**src/shared/tsca_pkg.sv**
```systemverilog
// Constants, register map and state codes of the temperature sensor control block.
// Assumes a 50 MHz system clock and a converter that hands over a 12-bit code.
package tsca_pkg;

  // ----------------------------------------------------------------
  // Clock and conversion timing
  // ----------------------------------------------------------------
  localparam int CLOCK_HZ   = 50_000_000;
  localparam int CYC_PER_MS = CLOCK_HZ / 1000;
  localparam int CONV_9_MS  = 30;
  localparam int CONV_10_MS = 60;
  localparam int CONV_11_MS = 120;
  localparam int CONV_12_MS = 240;
  localparam int CONV_9_CYC  = CONV_9_MS * CYC_PER_MS;
  localparam int CONV_10_CYC = CONV_10_MS * CYC_PER_MS;
  localparam int CONV_11_CYC = CONV_11_MS * CYC_PER_MS;
  localparam int CONV_12_CYC = CONV_12_MS * CYC_PER_MS;
  localparam int CONV_CNT_W  = 24;

  // ----------------------------------------------------------------
  // Register pointer codes
  // ----------------------------------------------------------------
  localparam int         PTR_W      = 2;
  localparam logic [1:0] PTR_TEMP   = 2'h0;
  localparam logic [1:0] PTR_CONFIG = 2'h1;
  localparam logic [1:0] PTR_HYST   = 2'h2;
  localparam logic [1:0] PTR_UPPER  = 2'h3;

  // ----------------------------------------------------------------
  // Configuration field positions
  // ----------------------------------------------------------------
  localparam int CFG_ONESHOT_BIT = 7;
  localparam int CFG_RES_MSB     = 6;
  localparam int CFG_RES_LSB     = 5;
  localparam int CFG_FQ_MSB      = 4;
  localparam int CFG_FQ_LSB      = 3;
  localparam int CFG_POL_BIT     = 2;
  localparam int CFG_INT_BIT     = 1;
  localparam int CFG_SHUT_BIT    = 0;

  // ----------------------------------------------------------------
  // Reset values
  // ----------------------------------------------------------------
  localparam logic [7:0]  CFG_RESET   = 8'h00;
  localparam logic [15:0] TEMP_RESET  = 16'h0000;
  localparam logic [15:0] UPPER_RESET = 16'hA000;
  localparam logic [15:0] HYST_RESET  = 16'h9600;

  // ----------------------------------------------------------------
  // Data layout
  // ----------------------------------------------------------------
  localparam int          CODE_W     = 12;
  localparam int          LIMIT_LSB  = 7;
  localparam logic [15:0] LIMIT_MASK = 16'hFF80;
  localparam logic [3:0]  TEMP_PAD   = 4'h0;
  localparam logic [2:0]  LIMIT_PAD  = 3'h0;

  // ----------------------------------------------------------------
  // Resolution codes and masks
  // ----------------------------------------------------------------
  localparam logic [1:0]  RES_9      = 2'h0;
  localparam logic [1:0]  RES_10     = 2'h1;
  localparam logic [1:0]  RES_11     = 2'h2;
  localparam logic [11:0] RES_MASK_9  = 12'hFF8;
  localparam logic [11:0] RES_MASK_10 = 12'hFFC;
  localparam logic [11:0] RES_MASK_11 = 12'hFFE;
  localparam logic [11:0] RES_MASK_12 = 12'hFFF;

  // ----------------------------------------------------------------
  // Fault queue depths
  // ----------------------------------------------------------------
  localparam int         FQ_W  = 3;
  localparam logic [1:0] FQ_1C = 2'h0;
  localparam logic [1:0] FQ_2C = 2'h1;
  localparam logic [1:0] FQ_4C = 2'h2;
  localparam logic [2:0] FQ_N1 = 3'h1;
  localparam logic [2:0] FQ_N2 = 3'h2;
  localparam logic [2:0] FQ_N4 = 3'h4;
  localparam logic [2:0] FQ_N6 = 3'h6;

  // ----------------------------------------------------------------
  // Operating states
  // ----------------------------------------------------------------
  typedef enum logic [2:0] {
    ST_SHUT = 3'b001,
    ST_RUN  = 3'b010,
    ST_ONE  = 3'b100
  } tsca_state_t;

endpackage

```
**src/tsca_core.sv**
```systemverilog
// Configuration, conversion sequencing and alert logic of a temperature sensor.
// Assumes a register port decoded from the serial interface and a converter code
// that is valid, on the same clock, whenever a conversion ends.
`timescale 1ns/1ns
`default_nettype none
module tsca_core #(
  parameter int CONV_9_CYCLES  = tsca_pkg::CONV_9_CYC,
  parameter int CONV_10_CYCLES = tsca_pkg::CONV_10_CYC,
  parameter int CONV_11_CYCLES = tsca_pkg::CONV_11_CYC,
  parameter int CONV_12_CYCLES = tsca_pkg::CONV_12_CYC
) (
  input  wire logic                         i_clock,
  input  wire logic                         i_nrst,
  input  wire logic [tsca_pkg::PTR_W-1:0]   i_reg_sel,
  input  wire logic                         i_wr_strobe,
  input  wire logic [15:0]                  i_wr_data,
  input  wire logic                         i_rd_strobe,
  input  wire logic [tsca_pkg::CODE_W-1:0]  i_adc_code,
  output logic      [15:0]                  o_rd_data,
  output logic                              o_alert,
  output logic                              o_sampling,
  output logic                              o_conv_done
);
  import tsca_pkg::*;

  // ----------------------------------------------------------------
  // Declarations
  // ----------------------------------------------------------------
  tsca_state_t           state_reg;
  tsca_state_t           state_next;
  logic [7:0]            cfg_reg;
  logic [15:0]           temp_reg;
  logic [15:0]           upper_reg;
  logic [15:0]           hyst_reg;
  logic [CONV_CNT_W-1:0] conv_cnt_reg;
  logic [CONV_CNT_W-1:0] conv_limit;
  logic [CODE_W-1:0]     res_mask;
  logic [CODE_W-1:0]     sample;
  logic [FQ_W-1:0]       fq_needed;
  logic                  conv_end;
  logic                  cfg_wr;
  logic                  one_shot_go;
  logic                  entering_shut;
  logic                  mode_change;
  logic                  over_cond;
  logic                  under_cond;
  logic                  over_q;
  logic                  under_q;
  logic                  active_reg;
  logic                  phase_reg;
  logic                  int_set;

  // ----------------------------------------------------------------
  // Register port decode
  // ----------------------------------------------------------------
  assign cfg_wr = i_wr_strobe && (i_reg_sel == PTR_CONFIG);

  // single conversion accepted only from shutdown.
  assign one_shot_go = cfg_wr && i_wr_data[CFG_ONESHOT_BIT] && i_wr_data[CFG_SHUT_BIT]
                       && (state_reg == ST_SHUT);

  assign entering_shut = (state_reg == ST_RUN) && cfg_reg[CFG_SHUT_BIT];
  assign mode_change   = cfg_wr && (i_wr_data[CFG_INT_BIT] != cfg_reg[CFG_INT_BIT]);

  // ----------------------------------------------------------------
  // Configuration register
  // ----------------------------------------------------------------
  always_ff @(posedge i_clock or negedge i_nrst) begin
    if (!i_nrst) begin
      cfg_reg <= CFG_RESET;
    end else if (cfg_wr) begin
      cfg_reg <= i_wr_data[7:0];
      // request with shutdown only kept from shutdown.
      cfg_reg[CFG_ONESHOT_BIT] <= i_wr_data[CFG_ONESHOT_BIT]
                                  && (!i_wr_data[CFG_SHUT_BIT] || (state_reg == ST_SHUT));
    end else if ((state_reg == ST_ONE) && conv_end) begin
      cfg_reg[CFG_ONESHOT_BIT] <= 1'b0;
    end
  end

  // ----------------------------------------------------------------
  // Limit registers
  // ----------------------------------------------------------------
  always_ff @(posedge i_clock or negedge i_nrst) begin
    if (!i_nrst) begin
      upper_reg <= UPPER_RESET;
      hyst_reg  <= HYST_RESET;
    end else if (i_wr_strobe) begin
      // only the nine top bits are kept.
      if (i_reg_sel == PTR_UPPER) begin
        upper_reg <= i_wr_data & LIMIT_MASK;
      end
      if (i_reg_sel == PTR_HYST) begin
        hyst_reg <= i_wr_data & LIMIT_MASK;
      end
    end
  end

  // ----------------------------------------------------------------
  // Read data
  // ----------------------------------------------------------------
  // every register readable in any state.
  always_ff @(posedge i_clock or negedge i_nrst) begin
    if (!i_nrst) begin
      o_rd_data <= 16'h0000;
    end else if (i_rd_strobe) begin
      case (i_reg_sel)
        PTR_TEMP:   o_rd_data <= temp_reg;
        PTR_CONFIG: o_rd_data <= {8'h00, cfg_reg};
        PTR_HYST:   o_rd_data <= hyst_reg;
        PTR_UPPER:  o_rd_data <= upper_reg;
        default:    o_rd_data <= 16'h0000;
      endcase
    end
  end

  // ----------------------------------------------------------------
  // Operating state
  // ----------------------------------------------------------------
  always_comb begin
    state_next = state_reg;
    case (state_reg)
      ST_SHUT: begin
        if (one_shot_go) begin
          state_next = ST_ONE;
        end else if (!cfg_reg[CFG_SHUT_BIT]) begin
          state_next = ST_RUN;
        end
      end
      ST_RUN: begin
        if (cfg_reg[CFG_SHUT_BIT]) begin
          state_next = ST_SHUT;
        end
      end
      ST_ONE: begin
        if (conv_end) begin
          state_next = cfg_reg[CFG_SHUT_BIT] ? ST_SHUT : ST_RUN;
        end
      end
      default: state_next = ST_SHUT;
    endcase
  end

  always_ff @(posedge i_clock or negedge i_nrst) begin
    if (!i_nrst) begin
      state_reg <= ST_SHUT;
    end else begin
      state_reg <= state_next;
    end
  end

  // ----------------------------------------------------------------
  // Conversion timer
  // ----------------------------------------------------------------
  // duration follows the resolution.
  always_comb begin
    case (cfg_reg[CFG_RES_MSB:CFG_RES_LSB])
      RES_9:   conv_limit = CONV_CNT_W'(CONV_9_CYCLES);
      RES_10:  conv_limit = CONV_CNT_W'(CONV_10_CYCLES);
      RES_11:  conv_limit = CONV_CNT_W'(CONV_11_CYCLES);
      default: conv_limit = CONV_CNT_W'(CONV_12_CYCLES);
    endcase
  end

  assign conv_end = (state_reg != ST_SHUT) && (conv_cnt_reg >= conv_limit - CONV_CNT_W'(1));

  always_ff @(posedge i_clock or negedge i_nrst) begin
    if (!i_nrst) begin
      conv_cnt_reg <= '0;
    end else if ((state_reg == ST_SHUT) || conv_end) begin
      conv_cnt_reg <= '0;
    end else begin
      conv_cnt_reg <= conv_cnt_reg + CONV_CNT_W'(1);
    end
  end

  always_ff @(posedge i_clock or negedge i_nrst) begin
    if (!i_nrst) begin
      o_sampling  <= 1'b0;
      o_conv_done <= 1'b0;
    end else begin
      o_sampling  <= (state_next != ST_SHUT);
      o_conv_done <= conv_end;
    end
  end

  // ----------------------------------------------------------------
  // Measured temperature
  // ----------------------------------------------------------------
  // resolution picks the kept code bits.
  always_comb begin
    case (cfg_reg[CFG_RES_MSB:CFG_RES_LSB])
      RES_9:   res_mask = RES_MASK_9;
      RES_10:  res_mask = RES_MASK_10;
      RES_11:  res_mask = RES_MASK_11;
      default: res_mask = RES_MASK_12;
    endcase
  end

  // unused fraction bits forced to zero.
  assign sample = i_adc_code & res_mask;

  always_ff @(posedge i_clock or negedge i_nrst) begin
    if (!i_nrst) begin
      temp_reg <= TEMP_RESET;
    end else if (conv_end) begin
      temp_reg <= {sample, TEMP_PAD};
    end
  end

  // ----------------------------------------------------------------
  // Limit comparison and fault queues
  // ----------------------------------------------------------------
  // signed compare on aligned scale.
  assign over_cond  = $signed(sample) > $signed({upper_reg[15:LIMIT_LSB], LIMIT_PAD});
  assign under_cond = $signed(sample) < $signed({hyst_reg[15:LIMIT_LSB], LIMIT_PAD});

  always_comb begin
    case (cfg_reg[CFG_FQ_MSB:CFG_FQ_LSB])
      FQ_1C:   fq_needed = FQ_N1;
      FQ_2C:   fq_needed = FQ_N2;
      FQ_4C:   fq_needed = FQ_N4;
      default: fq_needed = FQ_N6;
    endcase
  end

  tsca_fault_queue #(
    .W (FQ_W)
  ) u_over_queue (
    .i_clock        (i_clock),
    .i_nrst         (i_nrst),
    .i_sample_valid (conv_end),
    .i_condition    (over_cond),
    .i_needed       (fq_needed),
    .o_qualified    (over_q)
  );

  tsca_fault_queue #(
    .W (FQ_W)
  ) u_under_queue (
    .i_clock        (i_clock),
    .i_nrst         (i_nrst),
    .i_sample_valid (conv_end),
    .i_condition    (under_cond),
    .i_needed       (fq_needed),
    .o_qualified    (under_q)
  );

  // ----------------------------------------------------------------
  // Alert state
  // ----------------------------------------------------------------
  assign int_set = phase_reg ? under_q : over_q;

  always_ff @(posedge i_clock or negedge i_nrst) begin
    if (!i_nrst) begin
      active_reg <= 1'b0;
      phase_reg  <= 1'b0;
    end else if (mode_change) begin
      // A qualified over-limit sample in the same cycle still raises the alert.
      active_reg <= over_q;
      phase_reg  <= over_q && i_wr_data[CFG_INT_BIT];
    end else if (cfg_reg[CFG_INT_BIT]) begin
      if (int_set) begin
        // interrupt on crossing the upper limit, then on falling below the hysteresis limit.
        active_reg <= 1'b1;
        phase_reg  <= ~phase_reg;
      end else if (entering_shut) begin
        active_reg <= 1'b0;
      end else if (i_rd_strobe) begin
        active_reg <= 1'b0;
      end
    end else begin
      if (over_q) begin
        active_reg <= 1'b1;
      end else if (under_q && (state_reg == ST_RUN)) begin
        active_reg <= 1'b0;
      end
    end
  end

  // ----------------------------------------------------------------
  // Alert pin
  // ----------------------------------------------------------------
  always_ff @(posedge i_clock or negedge i_nrst) begin
    if (!i_nrst) begin
      o_alert <= 1'b1;
    end else begin
      o_alert <= cfg_reg[CFG_POL_BIT] ? active_reg : ~active_reg;
    end
  end

endmodule
`default_nettype wire

```
**src/tsca_fault_queue.sv**
```systemverilog
// Consecutive-sample filter for one limit condition.
// Assumes the sample strobe and condition come from logic on the same clock.
`timescale 1ns/1ns
`default_nettype none
module tsca_fault_queue #(
  parameter int W = 3
) (
  input  wire logic         i_clock,
  input  wire logic         i_nrst,
  input  wire logic         i_sample_valid,
  input  wire logic         i_condition,
  input  wire logic [W-1:0] i_needed,
  output logic              o_qualified
);

  logic [W-1:0] count_reg;
  logic [W-1:0] count_next;

  // ----------------------------------------------------------------
  // Run length of the condition
  // ----------------------------------------------------------------
  always_comb begin
    count_next = '0;
    if (i_condition) begin
      if (count_reg >= i_needed) begin
        count_next = count_reg;
      end else begin
        count_next = count_reg + W'(1);
      end
    end
  end

  always_ff @(posedge i_clock or negedge i_nrst) begin
    if (!i_nrst) begin
      count_reg <= '0;
    end else if (i_sample_valid) begin
      count_reg <= count_next;
    end
  end

  // The sample that completes the run qualifies in its own cycle.
  assign o_qualified = i_sample_valid && i_condition && (count_next >= i_needed);

endmodule
`default_nettype wire

```
**config.mk**
```make
export PLATFORM = sky130hd
export DESIGN_NAME = tsca_core
export DESIGN_NICKNAME = d
export VERILOG_FILES = /design/src/shared/tsca_pkg.sv /design/src/tsca_core.sv /design/src/tsca_fault_queue.sv
export SDC_FILE = /design/constraint.sdc
export NUM_CORES = 1
export LEC_CHECK = 0
export ABC_AREA = 1
export BUFFER_PORTS_ARGS = -buffer_cell sky130_fd_sc_hd__buf_2
export CAP_MARGIN = 20
export CORE_UTILIZATION = 54
export DETAILED_ROUTE_END_ITERATION = 10
export PLACE_DENSITY = 0.86
export REMOVE_ABC_BUFFERS = 1
export SYNTH_ARGS = -nofsm -noshare
export SYNTH_HDL_FRONTEND = slang
export SYNTH_SLANG_ARGS = --single-unit
export TNS_END_PERCENT = 100
```
**constraint.sdc**
```tcl
create_clock -name i_clock -period 2.8 [get_ports i_clock]
set_input_delay 0.28 -clock i_clock [delete_from_list [all_inputs] [get_ports i_clock]]
set_output_delay 0.28 -clock i_clock [all_outputs]
set_load 0.1 [all_outputs]
```
=== Yosys cells after proc, flatten, opt, wreduce, memory -nomap -nowiden ===
Cells that the tools add are included.

* Bits in registers: 92
* Output and inout bits: 19
* Bits of input ports: 34
* Word-level logic and storage cells: 101

* Equality and inequality tests: 14
* Add/subtract/negate cells: 4
* Bitwise logic cells: 3
* Reduce and logical (&&, ||, !) cells: 29
* Mux-type cells: 29
* $lt $le $gt $ge: 7

{| class="wikitable"
|+ Operators with widths
! operator !! number
|-
| case mux 24 bit (3 select lines) || 1
|-
| case mux 16 bit (4 select lines) || 1
|-
| case mux 3 bit (3 select lines) || 3
|-
| adder 24 x 1 -> 24 bit, second input constant || 1
|-
| >= comparator 24 bit || 1
|-
| 2-to-1 mux 24 bit || 1
|-
| 2-to-1 mux 3 bit || 8
|-
| subtractor 24 x 1 -> 24 bit, second input constant || 1
|-
| logical AND 1 bit || 15
|-
| 2-to-1 mux 1 bit || 14
|-
| AND 12 bit || 1
|-
| >= comparator 3 bit || 4
|-
| > comparator 12 bit || 1
|-
| less-than comparator 12 bit || 1
|-
| equality test 2 bit, second input constant || 4
|-
| AND reduction 2 bit || 4
|-
| adder 3 x 1 -> 3 bit, second input constant || 2
|-
| equality test 2 x 1 -> 1 bit, second input constant || 3
|-
| logical NOT 2 bit || 3
|-
| != test 3 x 1 -> 1 bit, second input constant || 2
|-
| nonzero test 2 bit || 3
|-
| != test 5 x 2 -> 1 bit, second input constant || 1
|-
| nonzero test 4 bit || 1
|-
| equality test 3 x 1 -> 1 bit, second input constant || 1
|-
| other kinds (7) || 9
|}

=== Depth between registers and ports, before layout ===
Gate-level depths: netlist (run 1).

* Depth after elaboration: 12
* Gate-level depth with buffers: 22

=== Hierarchy ===
From an unflattened synthesis (run 1), not the netlist that was laid out.

* Cell total of the unflattened synthesis: 748
* Area total of the unflattened synthesis: 5,845.6 sq um

{| class="wikitable"
|+ Modules (own cells, without submodules)
! module !! times used !! sequential area each (sq um) !! area each (sq um) !! cells each
|-
| tsca_core || 1 || 2,162.1 || 5,134.9 || 644
|-
| tsca_fault_queue || 2 || 75.1 || 355.3 || 52
|}

=== Least setup slack after synthesis (run 1) ===
OpenSTA, ideal clock, no wires.

* Kind: reg2reg
* Start point: register hyst_reg[15]
* End point: register phase_reg
* Data arrival time: 2,710 ps
* Stages on the path, launching flop included: 18
* Path buffers: 0
* Slack: -26 ps
* Cells stage by stage: dfstp_2 > inv_1 > ha_1 > a21o_1 > nor2_1 > nand3_1 > nand2_1 > nand2_1 > or3b_1 > ha_1 > o21ai_0 > nand2_1 > a21oi_1 > nor2_1 > nand3_1 > nand3_1 > nand3_1 > nand2_1

* Word-level cells in the longest chain between the ends: 7

{| class="wikitable"
|+ Ends and longest elaborated chain
! what !! line !! RTL
|-
| from (decl) || tsca_core.sv:34 || <nowiki>logic [15:0] hyst_reg;</nowiki>
|-
| from (signal assigned) || tsca_core.sv:94 || <nowiki>hyst_reg <= i_wr_data & LIMIT_MASK;</nowiki>
|-
| less-than comparator 12 bit (*) || tsca_core.sv:216 || <nowiki>assign under_cond = $signed(sample) < $signed({hyst_reg[15:LIMIT_LSB], LIMIT_PAD});</nowiki>
|-
| 2-to-1 mux 3 bit || tsca_fault_queue.sv:24 || <nowiki>if (i_condition) begin</nowiki>
|-
| >= comparator 3 bit || tsca_fault_queue.sv:42 || <nowiki>assign o_qualified = i_sample_valid && i_condition && (count_next >= i_needed);</nowiki>
|-
| logical AND 1 bit (*) || tsca_fault_queue.sv:42 ||
|-
| 2-to-1 mux 1 bit (*) || tsca_core.sv:252 || <nowiki>assign int_set = phase_reg ? under_q : over_q;</nowiki>
|-
| nonzero test 2 bit (no line) (*) || -- ||
|-
| AND reduction 2 bit (no line) (*) || -- ||
|-
| to (signal assigned) || tsca_core.sv:261 || <nowiki>phase_reg <= over_q && i_wr_data[CFG_INT_BIT];</nowiki>
|-
| to (signal assigned) || tsca_core.sv:266 || <nowiki>phase_reg <= ~phase_reg;</nowiki>
|-
| to (decl) || tsca_core.sv:50 || <nowiki>logic phase_reg;</nowiki>
|}

Mark *: on every way between the ends. The rest lies on a longest branch, timed or not.
A chain may end at the register's enable or synchronous reset.

=== Final worst setup path (run 1) ===
* Start point: register upper_reg[13]
* End point: register phase_reg

* Word-level cells in the longest chain between the ends: 7

{| class="wikitable"
|+ Ends and longest elaborated chain
! what !! line !! RTL
|-
| from (decl) || tsca_core.sv:33 || <nowiki>logic [15:0] upper_reg;</nowiki>
|-
| from (signal assigned) || tsca_core.sv:91 || <nowiki>upper_reg <= i_wr_data & LIMIT_MASK;</nowiki>
|-
| > comparator 12 bit (*) || tsca_core.sv:215 || <nowiki>assign over_cond = $signed(sample) > $signed({upper_reg[15:LIMIT_LSB], LIMIT_PAD});</nowiki>
|-
| 2-to-1 mux 3 bit (*) || tsca_fault_queue.sv:24 ||
|-
| via u_over_queue.count_next[1] || tsca_fault_queue.sv:17 || <nowiki>logic [W-1:0] count_next;</nowiki>
|-
| >= comparator 3 bit (*) || tsca_fault_queue.sv:42 ||
|-
| logical AND 1 bit (*) || tsca_fault_queue.sv:42 ||
|-
| 2-to-1 mux 1 bit || tsca_core.sv:252 ||
|-
| nonzero test 2 bit (no line) || -- ||
|-
| AND reduction 2 bit (no line) || -- ||
|}

Mark *: on every way through the listed nets, which the timed path passes. The rest lies on a longest branch.

==> results of run 1 <==
through the flow:
step	setup slack [ns]	TNS [ns]
detailed placement	-0.241	-0.468
CTS	-0.0904	-0.168
finish	-0.221	-0.410
global placement	-0.100	-0.171
floorplan	-0.0264	-0.0299
global route	-0.344	-1.05
worst min path at each step:
stage / from / endpoint / slack (ns) / depth (start not counted)
final: i_wr_data[2] / cfg_reg[2]$_DFFE_PN0P_ / 0.09 / 3
after global placement: i_nrst / o_rd_data[8]$_DFFE_PN0P_ / 0.36 / 2
after detailed placement: i_nrst / o_rd_data[9]$_DFFE_PN0P_ / 0.36 / 2
after floorplan: i_nrst / active_reg$_DFFE_PN0P_ / -0.02 / 0
after global routing: i_wr_data[2] / cfg_reg[2]$_DFFE_PN0P_ / 0.09 / 3
after CTS: i_wr_data[2] / cfg_reg[2]$_DFFE_PN0P_ / 0.1 / 3
cell families (layout without fill, tap and decap cells):
family / count (synthesis) / in the layout / synth area share
fa+ha+maj: 59 / 59 / 0.132
buf+inv: 118 / 214 / 0.0812
compound gates: 128 / 128 / 0.123
simple gates: 299 / 299 / 0.237
flops: 92 / 92 / 0.413
xor+xnor: 9 / 9 / 0.0141
repair_timing:
action | 4_1_cts | 5_1_grt
hold buffers | 1 | 0
endpoints found under the hold margin | 84 | 0
endpoints found under the setup margin | 8 | 44
setup buffers | 4 | 5
pin swaps | 29 | 36
gates cloned | 0 | 0
resized for setup | 24 | 57
synth_stat cells, drive strengths merged, types with 2 or more instances:
cell / count / share of area
a211oi: 2 / 0.0027
a21oi: 45 / 0.040
a31oi: 5 / 0.0056
buf: 5 / 0.0054
clkbuf: 7 / 0.0047
clkinv: 2 / 0.0013
dfrtp: 84 / 0.38
dfstp: 8 / 0.038
ha: 59 / 0.13
inv: 104 / 0.070
nand2: 183 / 0.12
nand3: 30 / 0.029
nand3b: 2 / 0.0027
nand4: 7 / 0.0078
nor2: 57 / 0.050
nor3: 14 / 0.014
nor3b: 2 / 0.0036
nor4: 2 / 0.0022
o21ai: 59 / 0.053
o22ai: 8 / 0.0089
o31ai: 3 / 0.0040
xor2: 8 / 0.013
metal layers:
layer	track usage	share of wire	vias up
met5	0	0	-
met4	0.110	0.038	0
met3	0.0315	0.055	64
met2	0.489	0.50	201
met1	0.331	0.41	2467
li1	-	-	2484
layout make-up:
cell class,instances,area (um2)
flip-flops and latches,92,2310
well taps,133,166
inverters,106,400
clock buffers,10,128
repair buffers,92,611
fillers,748,3090
multi-input cells,495,3150
clock inverters,6,46.3
critical path, delay by kind of cell, from the launching register on:
family	cells	cell delay, ns
buffers and inverters	1	0.05
flip-flops	1	0.55
AND/OR/NAND/NOR	11	1.20
adder cells (fa/ha/maj)	2	0.57
AO/OA/AOI/OAI	3	0.57
power breakdown:
group	internal, mW	leakage, nW	switching [mW]
Sequential	1.50	1.10	0.108
Clock	0.332	0.0837	0.521
Combinational	0.631	2.23	1.19
Total	2.46	3.41	1.82
==> results.json, run 1 <==
{
  "clock_sinks": 92,
  "core_um2": 9910,
  "r2r_end": "phase_reg$_DFFE_PN0P_",
  "synth_warnings": 0,
  "hold_class": "input pin to flip-flop",
  "avgSynthCellArea_um2": 7.94,
  "cts_buffer_depth": 2,
  "grt_pass1_wl_um": 23700,
  "die_y_um": 104,
  "hpwlAfterDp_um": 9960,
  "largest_register_ffs": 24,
  "finalHoldViolCount": 0,
  "start_util": 0.565,
  "dpl.cell_count": 908,
  "fin_crit_sh": 1.08,
  "tightest_slew_ns": 1.00,
  "rrSetupSlack_ns": -0.22,
  "fin_area_um2": 6820,
  "finalPower_mw": 4.28,
  "fin_cells": 934,
  "synth_area_um2": 5600,
  "layout-drive-gt1-share": 0.261,
  "worst_ep_required_time_ns": 3.08,
  "path_clk_slew_ns": 0.11,
  "fmax_ghz": 0.331,
  "worstSetupEndpoint": "phase_reg$_DFFE_PN0P_",
  "num_antenna_cells": 0,
  "overflow": 0,
  "first_iter_violations": 366,
  "grt_pass1_vias": 5267,
  "fin_nets": 889,
  "max-cap-violations": 0,
  "ir_drop_mv": 0.363,
  "areaGrowthSynthToFinish_pct": 21.8,
  "arrival_ns": 3.30,
  "post-route-drc-count": 0,
  "status": "finished, violations left",
  "final_util": 0.688,
  "io_pins": 53,
  "place_congestion": 0.897,
  "crit_chain": "inv_2 > ha_4 > nand2_2 > nor2_4 > nand3_2 > nand4_1 > nand3_4 > a211oi_4 > ha_1 > nand2_1 > o21ai_0 > a31oi_1 > nor2_2 > nand3_2 > nand3_2 > nand3_1 > nand2_1",
  "h-tree-depth": 3,
  "antenna_found_initial": 0,
  "row_count": 36,
  "violations": "setup timing",
  "cp_slowest_cell": "dfstp_2",
  "async_reset_ff_frac": 1.00,
  "worstPathMaxFanout": 3,
  "place_area_um2": 6230,
  "critPathKind": "flip-flop to flip-flop",
  "endpoint_kind": "flip-flop",
  "max_stage_delay_ns": 0.55,
  "cts_tree": "yes",
  "finalMaxSlewViolations": 0,
  "layout_min_cycle_time_ns": 3.02,
  "rsz0062_at_grt": "true",
  "io_buffers": 52,
  "critPathLaunch": "upper_reg[13]$_DFFE_PN1P_",
  "fp.dieW_um": 104,
  "layout_common_cells": "nand2_1, inv_1, dfrtp_1",
  "cp_common_cell": "nand3_2",
  "powerDensity_nw_per_um2": 628,
  "ys_seq_area_frac": 0.413,
  "syn_inst": 705,
  "synth_cell_types": 40,
  "layout_commonest_cell": "nand2_1",
  "cts-root-buf": "clkbuf_8",
  "track_usage": 0.272,
  "ys.flop_type": "dfrtp_1",
  "grt_start_max_net_pins": 93,
  "skew_ns": 0.0162,
  "max_slew_margin": 0.328,
  "cts_buffers": 9,
  "die_area_um2": 10800,
  "drt-total-wl_um": 14900,
  "setup_ws_ns": -0.221,
  "hold_ws_ns": 0.0935,
  "detail-route-antenna-nets": 0,
  "vias": 5216,
  "p_leak_nw": 3.41,
  "synth-edff-count": 0,
  "wl_per_cell_um": 15.9,
  "ys_ff_latch": 92,
  "dr.pass1.iters": 5,
  "rr_startpoint": "upper_reg[13]$_DFFE_PN1P_",
  "setup_viol": 2,
  "cp-start-kind": "flip-flop",
  "reg2reg_depth": 17,
  "vias_per_cell": 5.58,
  "insertion_delay_ns": 0.38
}
No activity file was read; power rests on OpenSTA's default activity.
==> run 2: changes to the inputs <==
Settings changed: CORE_ASPECT_RATIO set to 0.75, SETUP_SLACK_MARGIN set to 0.05.
==> run 2 against run 1 <==
  * The flow still finishes with violations (setup timing)
  * Routed wire length rose by 21%
  * Critical path depth decreased by 1
  * Non-clock buffer count rose by 16
  * Clock skew decreased by 0.0036 ns
  * Via count increased by 10%
  * Final area is 6.3% higher
  * Register-to-register slack worse by 0.39 ns
  * First-iteration DRC count up 84%
  * Maximum frequency decreased by 11%
  * Global-route usage rose by 1.4 points
  * Power grew 13%
  * Largest power group unchanged
==> results.json, run 2 (synthesis gave the netlist of run 1 again) <==
{
  "io_pins": 53,
  "first_iter_violations": 675,
  "start_util": 0.568,
  "tightest_slew_ns": 0.673,
  "finalPower_mw": 4.85,
  "min_from": "i_wr_data[4]",
  "finalMaxSlewViolations": 0,
  "grt_pass1_vias": 5345,
  "vias": 5763,
  "drt-total-wl_um": 18000,
  "track_usage": 0.286,
  "ir_drop_mv": 0.443,
  "setup_viol": 18,
  "path_clk_slew_ns": 0.06,
  "highest_layer": "met4",
  "critPathKind": "flip-flop to flip-flop",
  "worstPathMaxFanout": 4,
  "rsz0062_at_grt": "true",
  "arrival_ns": 3.64,
  "finalHoldViolCount": 0,
  "place_congestion": 0.885,
  "critPathLaunch": "cfg_reg[4]$_DFFE_PN0P_",
  "areaGrowthSynthToFinish_pct": 29.5,
  "layout_commonest_cell": "nand2_1",
  "max-cap-violations": 0,
  "powerDensity_nw_per_um2": 670,
  "grt_start_max_net_pins": 43,
  "layout-drive-gt1-share": 0.327,
  "die_area_um2": 10800,
  "io_buffers": 52,
  "register_area_um2": 2310,
  "violations": "setup timing",
  "num-fill-cells": 618,
  "layout_common_cells": "nand2_1, inv_1, dfrtp_1",
  "cts-root-buf": "clkbuf_16",
  "p_leak_nw": 3.57,
  "grt_pass1_wl_um": 24400,
  "reg2reg_depth": 16,
  "worst_ep_required_time_ns": 3.03,
  "antenna_found_initial": 0,
  "fin_crit_sh": 1.22,
  "skew_ns": 0.0127,
  "insertion_delay_ns": 0.35,
  "rrSetupSlack_ns": -0.61,
  "cp-start-kind": "flip-flop",
  "row_count": 31,
  "largest_register_ffs": 24,
  "h-tree-depth": 3,
  "vias_per_cell": 6.07,
  "cts_buffer_depth": 2,
  "status": "finished, violations left",
  "wl_met3_um": 1800,
  "fmax_ghz": 0.293,
  "cts_buffers": 9,
  "fp.dieW_um": 120,
  "die_y_um": 90.2,
  "post-route-drc-count": 0,
  "detail-route-antenna-nets": 0,
  "setup_tns_ns": -1.66,
  "core_um2": 9850,
  "route.met2.wl_um": 8210,
  "layout_min_cycle_time_ns": 3.41,
  "rr_startpoint": "cfg_reg[4]$_DFFE_PN0P_",
  "min_path_cells": 3,
  "num_antenna_cells": 0,
  "wl_per_cell_um": 18.9,
  "clock_sinks": 92,
  "m1WireLength_um": 6750,
  "overflow": 0,
  "dr.pass1.iters": 5,
  "cts_tree": "yes",
  "hold_class": "input pin to flip-flop",
  "setup_ws_ns": -0.611,
  "hpwlAfterDp_um": 10600,
  "multi_input_area_um2": 3320,
  "max_slew_margin": 0.549,
  "endpoint_kind": "flip-flop",
  "fin_nets": 905
}
run 2: power by group:
part | internal, mW | switching, mW | leakage [nW]
sequential | 1.50 | 0.112 | 1.10
clock | 0.602 | 0.538 | 0.133
combinational | 0.739 | 1.36 | 2.34
total | 2.84 | 2.01 | 3.57
run 2: area by class of cell:
cell class,instances,share of cell area
repair buffers,108,0.105
inverters,106,0.0577
clock inverters,6,0.00553
flip-flops and latches,92,0.320
clock buffers,10,0.0316
multi-input cells,495,0.458
well taps,132,0.0228
run 2: worst paths after layout:
check	endpoint
min in group asynchronous	conv_cnt_reg[0]$_DFF_PN0_
worst max register to register	phase_reg$_DFFE_PN0P_
worst max-delay path	phase_reg$_DFFE_PN0P_
max in group asynchronous	upper_reg[15]$_DFFE_PN1P_
worst min-delay path	cfg_reg[4]$_DFFE_PN0P_
worst min register to register	o_alert$_DFF_PN1_
run 2: routing by layer:
layer,GRT usage,vias up
li1,-,2512
met1,0.361,2676
met2,0.466,423
met3,0.0711,152
met4,0.124,0
met5,0,-
run 2: stage by stage:
stage | worst slack, ns | util | hold WS (ns) | cell area (um2) | std cells
2_1_floorplan | -0.0264 | - | -0.0156 | 5540 | 693
3_3_place_gp | -0.122 | 0.632 | 0.298 | 6230 | 912
3_5_place_dp | -0.339 | 0.632 | 0.305 | 6230 | 912
4_1_cts | -0.0643 | 0.679 | 0.143 | 6690 | 936
5_1_grt | -0.627 | 0.735 | 0.157 | 7240 | 949
6_report | -0.611 | 0.735 | 0.141 | 7240 | 949
run 2: timing repair:
action / 4_1_cts / 5_1_grt
endpoints found under the setup margin: 31 / 46
resized for setup: 28 / 131
setup buffers: 7 / 14
hold buffers: 1 / 0
pin swaps: 23 / 59
hold endpoints to repair: 38 / 0
run 2: critical path: stages (launching register included):
cell     delay [ns]
dfrtp_1        0.39
inv_1          0.08
buf_4          0.17
ha_1           0.35
a21oi_2        0.23
nand3_2        0.17
xor2_1         0.26
nand4_1        0.26
ha_1           0.30
o21ai_0        0.24
a31oi_1        0.09
nor2_2         0.22
nand3_2        0.15
nand3_2        0.11
nand2_1        0.08
nand2_1        0.11
nand2_1        0.07
